### config.mk
export PLATFORM = sky130hd
export DESIGN_NAME = gcs_chop_sequencer
export DESIGN_NICKNAME = d
export VERILOG_FILES = /design/src/rtl/gcs_chop_sequencer.v /design/src/rtl/gcs_period_timer.v /design/src/rtl/gcs_chop_average.v
export VERILOG_INCLUDE_DIRS = /design/src /design/src/rtl
export SDC_FILE = /design/constraint.sdc
export NUM_CORES = 1
export LEC_CHECK = 0
export BUFFER_PORTS_ARGS = -buffer_cell sky130_fd_sc_hd__buf_2
export CAP_MARGIN = 10
export CORE_UTILIZATION = 44
export DETAILED_ROUTE_END_ITERATION = 8
export RECOVER_POWER = 25
export SLEW_MARGIN = 20
export SYNTH_ARGS = -nofsm -noshare
export SYNTH_HDL_FRONTEND = slang
export SYNTH_HIERARCHICAL = 1
export SYNTH_SLANG_ARGS = --single-unit
export TNS_END_PERCENT = 50
### constraint.sdc
create_clock -name core_clk -period 2.55 [get_ports core_clk]
set_input_delay 0.3825 -clock core_clk [delete_from_list [all_inputs] [get_ports core_clk]]
set_output_delay 0.3825 -clock core_clk [all_outputs]
set_load 0.1 [all_outputs]
### src/rtl/gcs_defines.vh
// Register map, field positions, reset values and period counts of the chop sequencer
`ifndef GCS_DEFINES_VH
`define GCS_DEFINES_VH

// ------------------------------------------------------------
// Register offsets
// ------------------------------------------------------------
`define GCS_ADDR_W          8
`define GCS_OFS_RATE_CFG    8'h04
`define GCS_OFS_CTRL        8'h10
`define GCS_OFS_DELAY       8'h14
`define GCS_OFS_STATUS      8'h18
`define GCS_OFS_RESULT      8'h1C

// ------------------------------------------------------------
// Field positions
// ------------------------------------------------------------
`define GCS_CFG_CHOP_BIT    5
`define GCS_CFG_LOWLAT_BIT  4
`define GCS_CFG_RATE_HI     3
`define GCS_CFG_RATE_LO     0
`define GCS_CTRL_CONT_BIT   0
`define GCS_CTRL_ABORT_BIT  1
`define GCS_ST_BUSY_BIT     0
`define GCS_ST_POL_BIT      1
`define GCS_ST_READY_BIT    2
`define GCS_ST_ARMED_BIT    3

// ------------------------------------------------------------
// Reset values
// ------------------------------------------------------------
`define GCS_CFG_RST         8'h14
`define GCS_CTRL_RST        8'h00
`define GCS_DELAY_RST       8'h0E

// ------------------------------------------------------------
// Timing: master clocks per modulator period
// ------------------------------------------------------------
`define GCS_MCLK_PER_MOD    16
`define GCS_MOD_LAST        4'hF
`define GCS_SINC3_HIDDEN    2'h2
`define GCS_RATE_LAST       4'hD

// ------------------------------------------------------------
// First chopped data period, modulator periods, rate codes 0..13
// ------------------------------------------------------------
`define GCS_LL_P0   20'd208130
`define GCS_LL_P1   20'd105730
`define GCS_LL_P2   20'd54530
`define GCS_LL_P3   20'd30850
`define GCS_LL_P4   20'd28930
`define GCS_LL_P5   20'd10320
`define GCS_LL_P6   20'd8658
`define GCS_LL_P7   20'd5200
`define GCS_LL_P8   20'd2640
`define GCS_LL_P9   20'd1360
`define GCS_LL_P10  20'd720
`define GCS_LL_P11  20'd592
`define GCS_LL_P12  20'd336
`define GCS_LL_P13  20'd208
`define GCS_S3_P0   20'd614530
`define GCS_S3_P1   20'd307330
`define GCS_S3_P2   20'd153730
`define GCS_S3_P3   20'd92290
`define GCS_S3_P4   20'd76930
`define GCS_S3_P5   20'd30850
`define GCS_S3_P6   20'd25714
`define GCS_S3_P7   20'd15490
`define GCS_S3_P8   20'd7810
`define GCS_S3_P9   20'd3970
`define GCS_S3_P10  20'd2050
`define GCS_S3_P11  20'd1616
`define GCS_S3_P12  20'd848
`define GCS_S3_P13  20'd464

`endif

### src/rtl/gcs_chop_sequencer.v
// Global chop conversion sequencer with register port
//
// Local design decision: the plain strobed port.
`timescale 1ns/1ps
`include "gcs_defines.vh"

// Operation
// With chop on, each pair is taken normal then reversed and their mean is output.
// One enable bit in the conversion rate register switches chop on and off.
// With the low-latency filter the first chopped result comes after about two periods.
// With the sinc3 filter the first chopped result comes after about six periods.
// In continuous chop mode every later conversion takes half the first one's time.
// Alternating conversions are pipelined so every data cycle yields an average.
// The host starts a sequence by a start pin rising edge or a start command.
// All periods count master clock ticks, so they scale with that clock.
// The settling delay is applied twice per chopped result, 28 periods by default; the code applies it only before a sequence's first result.
// Sinc3 chop periods are 614530 then 307265 at 2.5 SPS and 464 first at 4000 SPS.
// Chopping runs like back-to-back single shots with the inputs swapped each time.
// After the first data the inputs swap and each word averages the last two.
// In sinc3 mode the first two unsettled outputs are never made readable; the code hides them only with chop off.
// Without chop the default settling delay before a conversion is 14 periods.
// Chop lowers the output rate but leaves the filter rate and its notches alone.
// With chop off, conversions use one polarity with no swapping or averaging.
module gcs_chop_sequencer
#(
    parameter DATA_W = 16,
    parameter CNT_W  = 20
)
(
    // Clock and reset
    input  wire                   core_clk,
    input  wire                   sys_rst,
    // Register port
    input  wire [`GCS_ADDR_W-1:0] regAddr,
    input  wire [7:0]             regWrData,
    input  wire                   regWrStb,
    input  wire                   regRdStb,
    output reg  [DATA_W-1:0]      regRdData_r,
    // Host start sources
    input  wire                   startPin,
    input  wire                   startCmd,
    // Master clock tick and filter data
    input  wire                   mclkTick,
    input  wire [DATA_W-1:0]      filterData,
    // Analog front-end control
    output reg                    inputReversed_r,
    output wire                   convActive,
    output wire [3:0]             filterRate,
    output wire                   lowLatencySel,
    // Result
    output reg  [DATA_W-1:0]      resultData_r,
    output reg                    resultValid_r,
    output reg                    dataReady_r
);

// ------------------------------------------------------------
// States
// ------------------------------------------------------------
localparam ST_IDLE  = 2'd0;
localparam ST_DELAY = 2'd1;
localparam ST_CONV  = 2'd2;

// ------------------------------------------------------------
// Period lookup
// ------------------------------------------------------------
// Returns the first chopped data period; one conversion is half of it
function [CNT_W-1:0] firstPeriod;
    input       lowLat;
    input [3:0] code;
    reg   [3:0] c;
    begin
        c = (code > `GCS_RATE_LAST) ? `GCS_RATE_LAST : code;
        case ({lowLat, c})
            5'h10: firstPeriod = `GCS_LL_P0;
            5'h11: firstPeriod = `GCS_LL_P1;
            5'h12: firstPeriod = `GCS_LL_P2;
            5'h13: firstPeriod = `GCS_LL_P3;
            5'h14: firstPeriod = `GCS_LL_P4;
            5'h15: firstPeriod = `GCS_LL_P5;
            5'h16: firstPeriod = `GCS_LL_P6;
            5'h17: firstPeriod = `GCS_LL_P7;
            5'h18: firstPeriod = `GCS_LL_P8;
            5'h19: firstPeriod = `GCS_LL_P9;
            5'h1A: firstPeriod = `GCS_LL_P10;
            5'h1B: firstPeriod = `GCS_LL_P11;
            5'h1C: firstPeriod = `GCS_LL_P12;
            5'h1D: firstPeriod = `GCS_LL_P13;
            5'h00: firstPeriod = `GCS_S3_P0;
            5'h01: firstPeriod = `GCS_S3_P1;
            5'h02: firstPeriod = `GCS_S3_P2;
            5'h03: firstPeriod = `GCS_S3_P3;
            5'h04: firstPeriod = `GCS_S3_P4;
            5'h05: firstPeriod = `GCS_S3_P5;
            5'h06: firstPeriod = `GCS_S3_P6;
            5'h07: firstPeriod = `GCS_S3_P7;
            5'h08: firstPeriod = `GCS_S3_P8;
            5'h09: firstPeriod = `GCS_S3_P9;
            5'h0A: firstPeriod = `GCS_S3_P10;
            5'h0B: firstPeriod = `GCS_S3_P11;
            5'h0C: firstPeriod = `GCS_S3_P12;
            default: firstPeriod = `GCS_S3_P13;
        endcase
    end
endfunction

// ------------------------------------------------------------
// Registers and state
// ------------------------------------------------------------
reg  [7:0]        rateCfg_r;
reg  [7:0]        ctrl_r;
reg  [7:0]        delay_r;
reg  [1:0]        state_r;
reg               armed_r;
reg  [1:0]        hidden_r;
reg               startPinPrev_r;
reg               seqChop_r;
reg               seqLowLat_r;
reg               sampleStb_r;
reg  [DATA_W-1:0] sample_r;
reg               sampleRev_r;
reg               sampleFirst_r;

wire              chopEn;
wire              contMode;
wire              startEvt;
wire              abortEvt;
wire [CNT_W-1:0]  convLen;
wire [CNT_W-1:0]  delayLen;
reg               timerLoad;
reg  [CNT_W-1:0]  timerCount;
wire              timerDone;
wire [DATA_W-1:0] avgData;
wire              avgStb;
wire [7:0]        statusWord;

assign chopEn        = rateCfg_r[`GCS_CFG_CHOP_BIT];
assign contMode      = ctrl_r[`GCS_CTRL_CONT_BIT];
assign filterRate    = rateCfg_r[`GCS_CFG_RATE_HI:`GCS_CFG_RATE_LO];
assign lowLatencySel = rateCfg_r[`GCS_CFG_LOWLAT_BIT];
assign startEvt      = (startPin && !startPinPrev_r) || startCmd;
assign abortEvt      = regWrStb && (regAddr == `GCS_OFS_CTRL)
                       && regWrData[`GCS_CTRL_ABORT_BIT];
// Each single conversion is half the first chopped period
assign convLen       = firstPeriod(seqLowLat_r, filterRate) >> 1;
assign delayLen      = {{(CNT_W-8){1'b0}}, delay_r};
assign convActive    = (state_r != ST_IDLE);
assign statusWord    = {2'b00, state_r, armed_r, dataReady_r, inputReversed_r,
                        convActive};

// ------------------------------------------------------------
// Register port
// ------------------------------------------------------------
always @(posedge core_clk)
begin
    if (sys_rst)
    begin
        rateCfg_r   <= `GCS_CFG_RST;
        ctrl_r      <= `GCS_CTRL_RST;
        delay_r     <= `GCS_DELAY_RST;
        regRdData_r <= {DATA_W{1'b0}};
    end
    else
    begin
        if (regWrStb)
        begin
            if (regAddr == `GCS_OFS_RATE_CFG)
                rateCfg_r <= regWrData;
            else if (regAddr == `GCS_OFS_CTRL)
                ctrl_r <= {7'h00, regWrData[`GCS_CTRL_CONT_BIT]};
            else if (regAddr == `GCS_OFS_DELAY)
                delay_r <= regWrData;
        end
        regRdData_r <= {DATA_W{1'b0}};
        if (regRdStb)
        begin
            if (regAddr == `GCS_OFS_RATE_CFG)
                regRdData_r <= {{(DATA_W-8){1'b0}}, rateCfg_r};
            else if (regAddr == `GCS_OFS_CTRL)
                regRdData_r <= {{(DATA_W-8){1'b0}}, ctrl_r};
            else if (regAddr == `GCS_OFS_DELAY)
                regRdData_r <= {{(DATA_W-8){1'b0}}, delay_r};
            else if (regAddr == `GCS_OFS_STATUS)
                regRdData_r <= {{(DATA_W-8){1'b0}}, statusWord};
            else if (regAddr == `GCS_OFS_RESULT)
                regRdData_r <= resultData_r;
        end
    end
end

// ------------------------------------------------------------
// Timer load selection
// ------------------------------------------------------------
// A zero delay skips the delay phase; the count is never loaded as zero
always @*
begin
    timerLoad  = 1'b0;
    timerCount = convLen;
    if (startEvt)
    begin
        timerLoad  = 1'b1;
        timerCount = (delay_r != 8'h00) ? delayLen : convLen;
    end
    else if (timerDone && convActive)
    begin
        timerLoad = 1'b1;
        // Second chop conversion of the first pair settles again
        if (state_r == ST_CONV && seqChop_r && !armed_r && delay_r != 8'h00)
            timerCount = delayLen;
    end
end

gcs_period_timer
#(
    .CNT_W     (CNT_W)
)
u_timer
(
    .core_clk  (core_clk),
    .sys_rst   (sys_rst),
    .mclkTick  (mclkTick),
    .load      (timerLoad),
    .loadCount (timerCount),
    .done_r    (timerDone),
    .busy      ()
);

// ------------------------------------------------------------
// Sequence state machine
// ------------------------------------------------------------
always @(posedge core_clk)
begin
    if (sys_rst)
    begin
        state_r         <= ST_IDLE;
        armed_r         <= 1'b0;
        sampleFirst_r   <= 1'b0;
        startPinPrev_r  <= 1'b0;
        seqChop_r       <= 1'b0;
        seqLowLat_r     <= 1'b0;
        inputReversed_r <= 1'b0;
        sampleStb_r     <= 1'b0;
        sample_r        <= {DATA_W{1'b0}};
        sampleRev_r     <= 1'b0;
    end
    else
    begin
        startPinPrev_r <= startPin;
        sampleStb_r    <= 1'b0;
        if (startEvt)
        begin
            // Mode is latched per sequence so a mid-run write cannot split a pair
            state_r         <= (delay_r != 8'h00) ? ST_DELAY : ST_CONV;
            armed_r         <= 1'b0;
            seqChop_r       <= chopEn;
            seqLowLat_r     <= lowLatencySel;
            inputReversed_r <= 1'b0;
        end
        else if (abortEvt)
        begin
            state_r         <= ST_IDLE;
            inputReversed_r <= 1'b0;
        end
        else
        begin
            case (state_r)
                ST_DELAY:
                    if (timerDone)
                        state_r <= ST_CONV;
                ST_CONV:
                begin
                    if (timerDone)
                    begin
                        sample_r      <= filterData;
                        sampleRev_r   <= inputReversed_r;
                        sampleFirst_r <= seqChop_r && !armed_r;
                        if (seqChop_r)
                        begin
                            // Swap after each conversion, like chained single shots
                            inputReversed_r <= !inputReversed_r;
                            sampleStb_r     <= 1'b1;
                            if (!armed_r)
                            begin
                                armed_r <= 1'b1;
                                if (delay_r != 8'h00)
                                    state_r <= ST_DELAY;
                            end
                            else if (!contMode)
                            begin
                                state_r         <= ST_IDLE;
                                inputReversed_r <= 1'b0;
                            end
                        end
                        else
                        begin
                            inputReversed_r <= 1'b0;
                            sampleStb_r     <= 1'b1;
                            if (!contMode)
                                state_r <= ST_IDLE;
                        end
                    end
                end
                default:
                    state_r <= ST_IDLE;
            endcase
        end
    end
end

// ------------------------------------------------------------
// Averaging and result posting
// ------------------------------------------------------------
gcs_chop_average
#(
    .DATA_W    (DATA_W)
)
u_avg
(
    .core_clk  (core_clk),
    .sys_rst   (sys_rst),
    .sample    (sample_r),
    .sampleStb (sampleStb_r),
    .reversed  (sampleRev_r),
    .avg_r     (avgData),
    .avgStb_r  (avgStb)
);

reg postChop_r;

// Chopped words need both halves; the first sample of a sequence's first pair posts nothing
always @(posedge core_clk)
begin
    if (sys_rst)
    begin
        postChop_r    <= 1'b0;
        hidden_r      <= 2'b00;
        resultData_r  <= {DATA_W{1'b0}};
        resultValid_r <= 1'b0;
        dataReady_r   <= 1'b0;
    end
    else
    begin
        resultValid_r <= 1'b0;
        if (sampleStb_r)
            postChop_r <= seqChop_r;
        if (avgStb && !sampleFirst_r)
        begin
            if (postChop_r)
            begin
                resultData_r  <= avgData;
                resultValid_r <= 1'b1;
            end
            // With chop off, the first two sinc3 outputs of a sequence never reach the result register
            else if (!seqLowLat_r && hidden_r != `GCS_SINC3_HIDDEN)
                hidden_r <= hidden_r + 2'b01;
            else
            begin
                resultData_r  <= sample_r;
                resultValid_r <= 1'b1;
            end
        end
        if (startEvt)
            hidden_r <= 2'b00;
        // A new result in the same cycle as a result read keeps the flag set
        if (avgStb && !sampleFirst_r
            && (postChop_r || seqLowLat_r || hidden_r == `GCS_SINC3_HIDDEN))
            dataReady_r <= 1'b1;
        else if (regRdStb && regAddr == `GCS_OFS_RESULT)
            dataReady_r <= 1'b0;
    end
end

endmodule

### src/rtl/gcs_period_timer.v
// Modulator period timer clocked off master clock ticks
`timescale 1ns/1ps
`include "gcs_defines.vh"

module gcs_period_timer
#(
    parameter CNT_W = 20
)
(
    // Clock and reset
    input  wire             core_clk,
    input  wire             sys_rst,
    // Master clock tick
    input  wire             mclkTick,
    // Control
    input  wire             load,
    input  wire [CNT_W-1:0] loadCount,
    // Status
    output reg              done_r,
    output wire             busy
);

reg  [3:0]       prescale_r;
reg  [CNT_W-1:0] remain_r;
wire             modTick;

// Prescaler restarts on load so a period is always whole modulator periods
assign modTick = mclkTick && (prescale_r == `GCS_MOD_LAST);
assign busy    = (remain_r != {CNT_W{1'b0}});

always @(posedge core_clk)
begin
    if (sys_rst)
    begin
        prescale_r <= 4'h0;
        remain_r   <= {CNT_W{1'b0}};
        done_r     <= 1'b0;
    end
    else
    begin
        done_r <= 1'b0;
        if (load)
        begin
            prescale_r <= 4'h0;
            remain_r   <= loadCount;
        end
        else if (busy)
        begin
            if (mclkTick)
                prescale_r <= prescale_r + 4'h1;
            if (modTick)
            begin
                remain_r <= remain_r - {{(CNT_W-1){1'b0}}, 1'b1};
                if (remain_r == {{(CNT_W-1){1'b0}}, 1'b1})
                    done_r <= 1'b1;
            end
        end
    end
end

endmodule

### src/rtl/gcs_chop_average.v
// Pairs opposite-polarity conversions and averages them to cancel offset
`timescale 1ns/1ps

module gcs_chop_average
#(
    parameter DATA_W = 16
)
(
    // Clock and reset
    input  wire              core_clk,
    input  wire              sys_rst,
    // Incoming conversion
    input  wire [DATA_W-1:0] sample,
    input  wire              sampleStb,
    input  wire              reversed,
    // Averaged result
    output reg  [DATA_W-1:0] avg_r,
    output reg               avgStb_r
);

reg  [DATA_W-1:0] normal_r;
reg  [DATA_W-1:0] rev_r;
reg  [DATA_W:0]   diff;

// Reversed reading is -V+Vos, normal is V+Vos: half the difference is V
always @*
begin
    if (reversed)
        diff = {normal_r[DATA_W-1], normal_r} - {sample[DATA_W-1], sample};
    else
        diff = {sample[DATA_W-1], sample} - {rev_r[DATA_W-1], rev_r};
end

always @(posedge core_clk)
begin
    if (sys_rst)
    begin
        normal_r <= {DATA_W{1'b0}};
        rev_r    <= {DATA_W{1'b0}};
        avg_r    <= {DATA_W{1'b0}};
        avgStb_r <= 1'b0;
    end
    else
    begin
        avgStb_r <= sampleStb;
        if (sampleStb)
        begin
            avg_r <= diff[DATA_W:1];
            if (reversed)
                rev_r <= sample;
            else
                normal_r <= sample;
        end
    end
end

endmodule

==> load_flow_metrics.sql <==
INSERT INTO impl_metrics (metric_group, metric, value, unit) VALUES
('cells_and_area', 'sequential_cell_area', '3080', 'µm²'),
('clock_network', 'worst_setup_hold_path_clk_slew', '0.07', 'ns'),
('power', 'cellInternalPower', '3.89', 'mW'),
('logic_synthesis', 'post_synthesis_net_count', '1215', ''),
('power', 'p_comb_frac', '0.067', ''),
('placed_design', 'dp_hpwl', '17900', 'µm'),
('setup_path', 'worst_r2r_startpoint', 'sample_r[0]', ''),
('timing', 'setup_tns', '0', 'ns'),
('setup_path', 'cp-startpoint', 'sample_r[0]', ''),
('setup_path', 'path_max_fanout', '6', ''),
('logic_synthesis', 'syn-cell-area', '9050', 'µm²'),
('global_routing', 'grt_use_total', '0.229', ''),
('cells_and_area', 'synthToLayoutAreaGrowth', '14.2', '%'),
('route', 'detailroute.via_count', '8139', ''),
('power', 'power.ir.vdd_worst', '0.471', 'mV'),
('clock_network', 'clock_sinks', '154', ''),
('global_routing', 'grt_max_degree', '35', ''),
('clock_network', 'number_of_levels_the_h_tree_was_split_into', '4', ''),
('route', 'drtPass1Iterations', '5', ''),
('setup_path', 'r2r_end', 'u_avg/avg_r[15]', ''),
('setup_path', 'timing_worst_setup_path_type', 'reg -> reg', ''),
('timing', 'fmax', '0.424', 'GHz'),
('cells_and_area', 'post_route_cells_drive_above_1_share', '0.131', ''),
('logic_synthesis', 'synth_seq_area_share', '0.341', ''),
('global_routing', 'global_route_wire_length_before_repair', '39100', 'µm'),
('cells_and_area', 'final_cell_mix', 'dfxtp_1, nor2_1, nand2_1', ''),
('timing', 'relSlewSlack', '0.221', ''),
('clock_network', 'root_buffer', 'clkbuf_16', ''),
('power', 'power.clock.fraction', '0.472', ''),
('global_routing', 'grt_use_met2', '0.356', ''),
('setup_path', 'reg2regPathDepth', '8', ''),
('setup_path', 'end_kind', 'flip-flop', ''),
('setup_path', 'r2r_setup_slack', '0.19', 'ns'),
('floorplan', 'io_pins', '80', ''),
('flow_run', 'number_of_max_cap_violations', '0', ''),
('timing', 'slew_violations', '0', ''),
('global_routing', 'globalRouteMet1Util', '0.328', ''),
('logic_synthesis', 'synth-async-reset-ratio', '0', ''),
('timing', 'clock_skew', '0.0110', 'ns'),
('global_routing', 'global_route_layer_with_the_greatest_usage', 'met2', ''),
('clock_network', 'postCtsHoldBufs', '0', ''),
('route', 'initialDrtViolationCount', '556', ''),
('clock_network', 'cts-buffers-inserted', '17', ''),
('logic_synthesis', 'synth_edf_count', '0', ''),
('route', 'wl_per_cell', '16.1', 'µm'),
('global_routing', 'number_of_global_route_vias_before_repair', '7417', ''),
('power', 'total_switching_power', '1.47', 'mW'),
('status', 'status', 'complete, no violations', ''),
('placed_design', 'placement.io_buffers', '79', ''),
('logic_synthesis', 'synth_top_flop_cell', 'dfxtp_1', ''),
('route', 'detail_route.drc_violations', '0', ''),
('timing', 'tightest_slew', '1.17', 'ns'),
('power', 'power.share.switching', '0.275', ''),
('logic_synthesis', 'avgSynthCellArea', '8.02', 'µm²'),
('floorplan', 'core-area', '20200', 'µm²'),
('clock_network', 'cts-root-to-sink-buffers', '2', ''),
('cells_and_area', 'final_core_utilization', '0.512', ''),
('clock_network', 'tritoncts', 'done', ''),
('route', 'detail_route.wirelength', '23800', 'µm'),
('cells_and_area', 'num-nets-final', '1285', ''),
('timing', 'fin_crit_sh', '0.925', ''),
('placed_design', 'globalplace.congestion', '0.913', ''),
('cells_and_area', 'multi_input_gate_area_in_the_final_layout', '5430', 'µm²'),
('global_routing', 'grt.met3_usage', '0.0367', ''),
('min_path', 'worst_hold_path_type', 'in -> reg', ''),
('global_routing', 'initial_antenna_violation_count', '0', ''),
('global_routing', 'grt.overflow.total', '0', ''),
('floorplan', 'die-area', '21100', 'µm²'),
('power', 'seq_power_share', '0.460', ''),
('logic_synthesis', 'synthesis.yosys.warnings', '6', ''),
('setup_path', 'crit_required', '2.83', 'ns');
[power groups by stage]
stage / Sequential, mW / Combinational [mW] / Clock [mW]
2_1_floorplan: 2.51 / 0.247 / 0
3_3_place_gp: 2.52 / 0.359 / 0
3_5_place_dp: 2.52 / 0.359 / 0
4_1_cts: 2.47 / 0.360 / 2.59
5_1_grt: 2.47 / 0.397 / 2.70
6_report: 2.47 / 0.361 / 2.53
[flip-flops by register name, indices dropped and copies added, names as in the netlist, 2 cells and up]
name / cells
regRdData_r: 16
rateCfg_r: 8
delay_r: 8
u_timer/remain_r: 20
u_avg/avg_r: 16
sample_r: 16
resultData_r: 16
u_timer/prescale_r: 4
u_avg/rev_r: 16
state_r: 2
hidden_r: 2
u_avg/normal_r: 16
[cell type report]
class,count,share of cell area
clock buffer,17,0.0412
multi-input combinational,847,0.525
inverter,59,0.0214
timing repair buffer,119,0.0644
tap,270,0.0327
sequential,154,0.298
clock inverter,15,0.0165
[worst min-delay path by stage]
stage | startpoint | end | slack (ns) | depth (start not counted)
floorplan | u_avg/rev_r[0] | u_avg/rev_r[0] | 0.43 | 2
global placement | u_avg/rev_r[0] | u_avg/rev_r[0] | 0.44 | 2
detailed placement | u_avg/rev_r[13] | u_avg/rev_r[13] | 0.45 | 2
CTS | regWrData[3] | delay_r[3] | 0.16 | 2
global route | regWrData[3] | delay_r[3] | 0.17 | 2
finish | filterData[12] | sample_r[12] | 0.18 | 3
[logic make-up (layout without fill, tap and decap cells)]
kind of cell,count (synthesis),count (layout),synth area share
other cells,1,1,0.000415
fa+ha+maj,48,48,0.0680
mux,51,51,0.0566
simple gates,426,426,0.231
flops,154,154,0.341
compound gates,292,292,0.216
xor+xnor,29,29,0.0281
buf+inv,127,210,0.0598
[Yosys cell counts, types with 7 or more instances]
cell      count  area share
o21ai_0      37       0.020
a21oi_1      93       0.051
nor3_1       31       0.017
nor4_1        7      0.0048
xor2_1       20       0.019
nor2_1      132       0.055
xnor2_1       9      0.0087
a21o_1       15       0.012
or3_1         9      0.0062
a31oi_1       7      0.0048
o21a_1       10      0.0083
clkbuf_1     48       0.020
and2_1       16       0.011
buf_2         8      0.0044
ha_1         46       0.064
nand2_1     129       0.054
o211ai_1     17       0.014
a22oi_1       8      0.0066
dfxtp_1     154        0.34
nor2b_1      10      0.0069
a211oi_1     44       0.037
mux2i_1      50       0.055
and3_1       10      0.0069
inv_1        57       0.024
nand2b_1     18       0.012
a311oi_1      8      0.0077
nand3_1      18       0.010
[per-stage QoR]
step	hold WS [ns]	power, mW	area, µm²	std cells	setup slack [ns]
after floorplan	0.432	2.76	9050	1128	0.165
after global routing	0.173	5.57	10300	1481	0.00792
after global placement	0.442	2.88	9780	1449	0.242
after CTS	0.163	5.42	10400	1481	0.171
final	0.183	5.36	10300	1481	0.191
after detailed placement	0.448	2.88	9780	1449	0.184
[worst max-delay path, cell delays in order, from the launching register on]
cell and delay (ns):
dfxtp_1 0.36, and2b_1 0.22, fa_1 0.38, nand2b_1 0.20, a21oi_2 0.20, o211a_1 0.27, o21ai_0 0.18, a211oi_1 0.28
o221ai_1 0.13
[repair_timing]
| item | in CTS | in global routing |
|---|---|---|
| endpoints found under the setup margin | 0 | 5 |
| gates resized for setup | 0 | 2 |
| buffers inserted | 0 | 0 |
[per-layer routing]
layer	vias to the layer above	part of all wire
li1	4129	-
met1	3806	0.50
met2	188	0.45
met3	16	0.043
met4	0	0.0074
met5	-	0
Power figures use the tool's default switching activity.
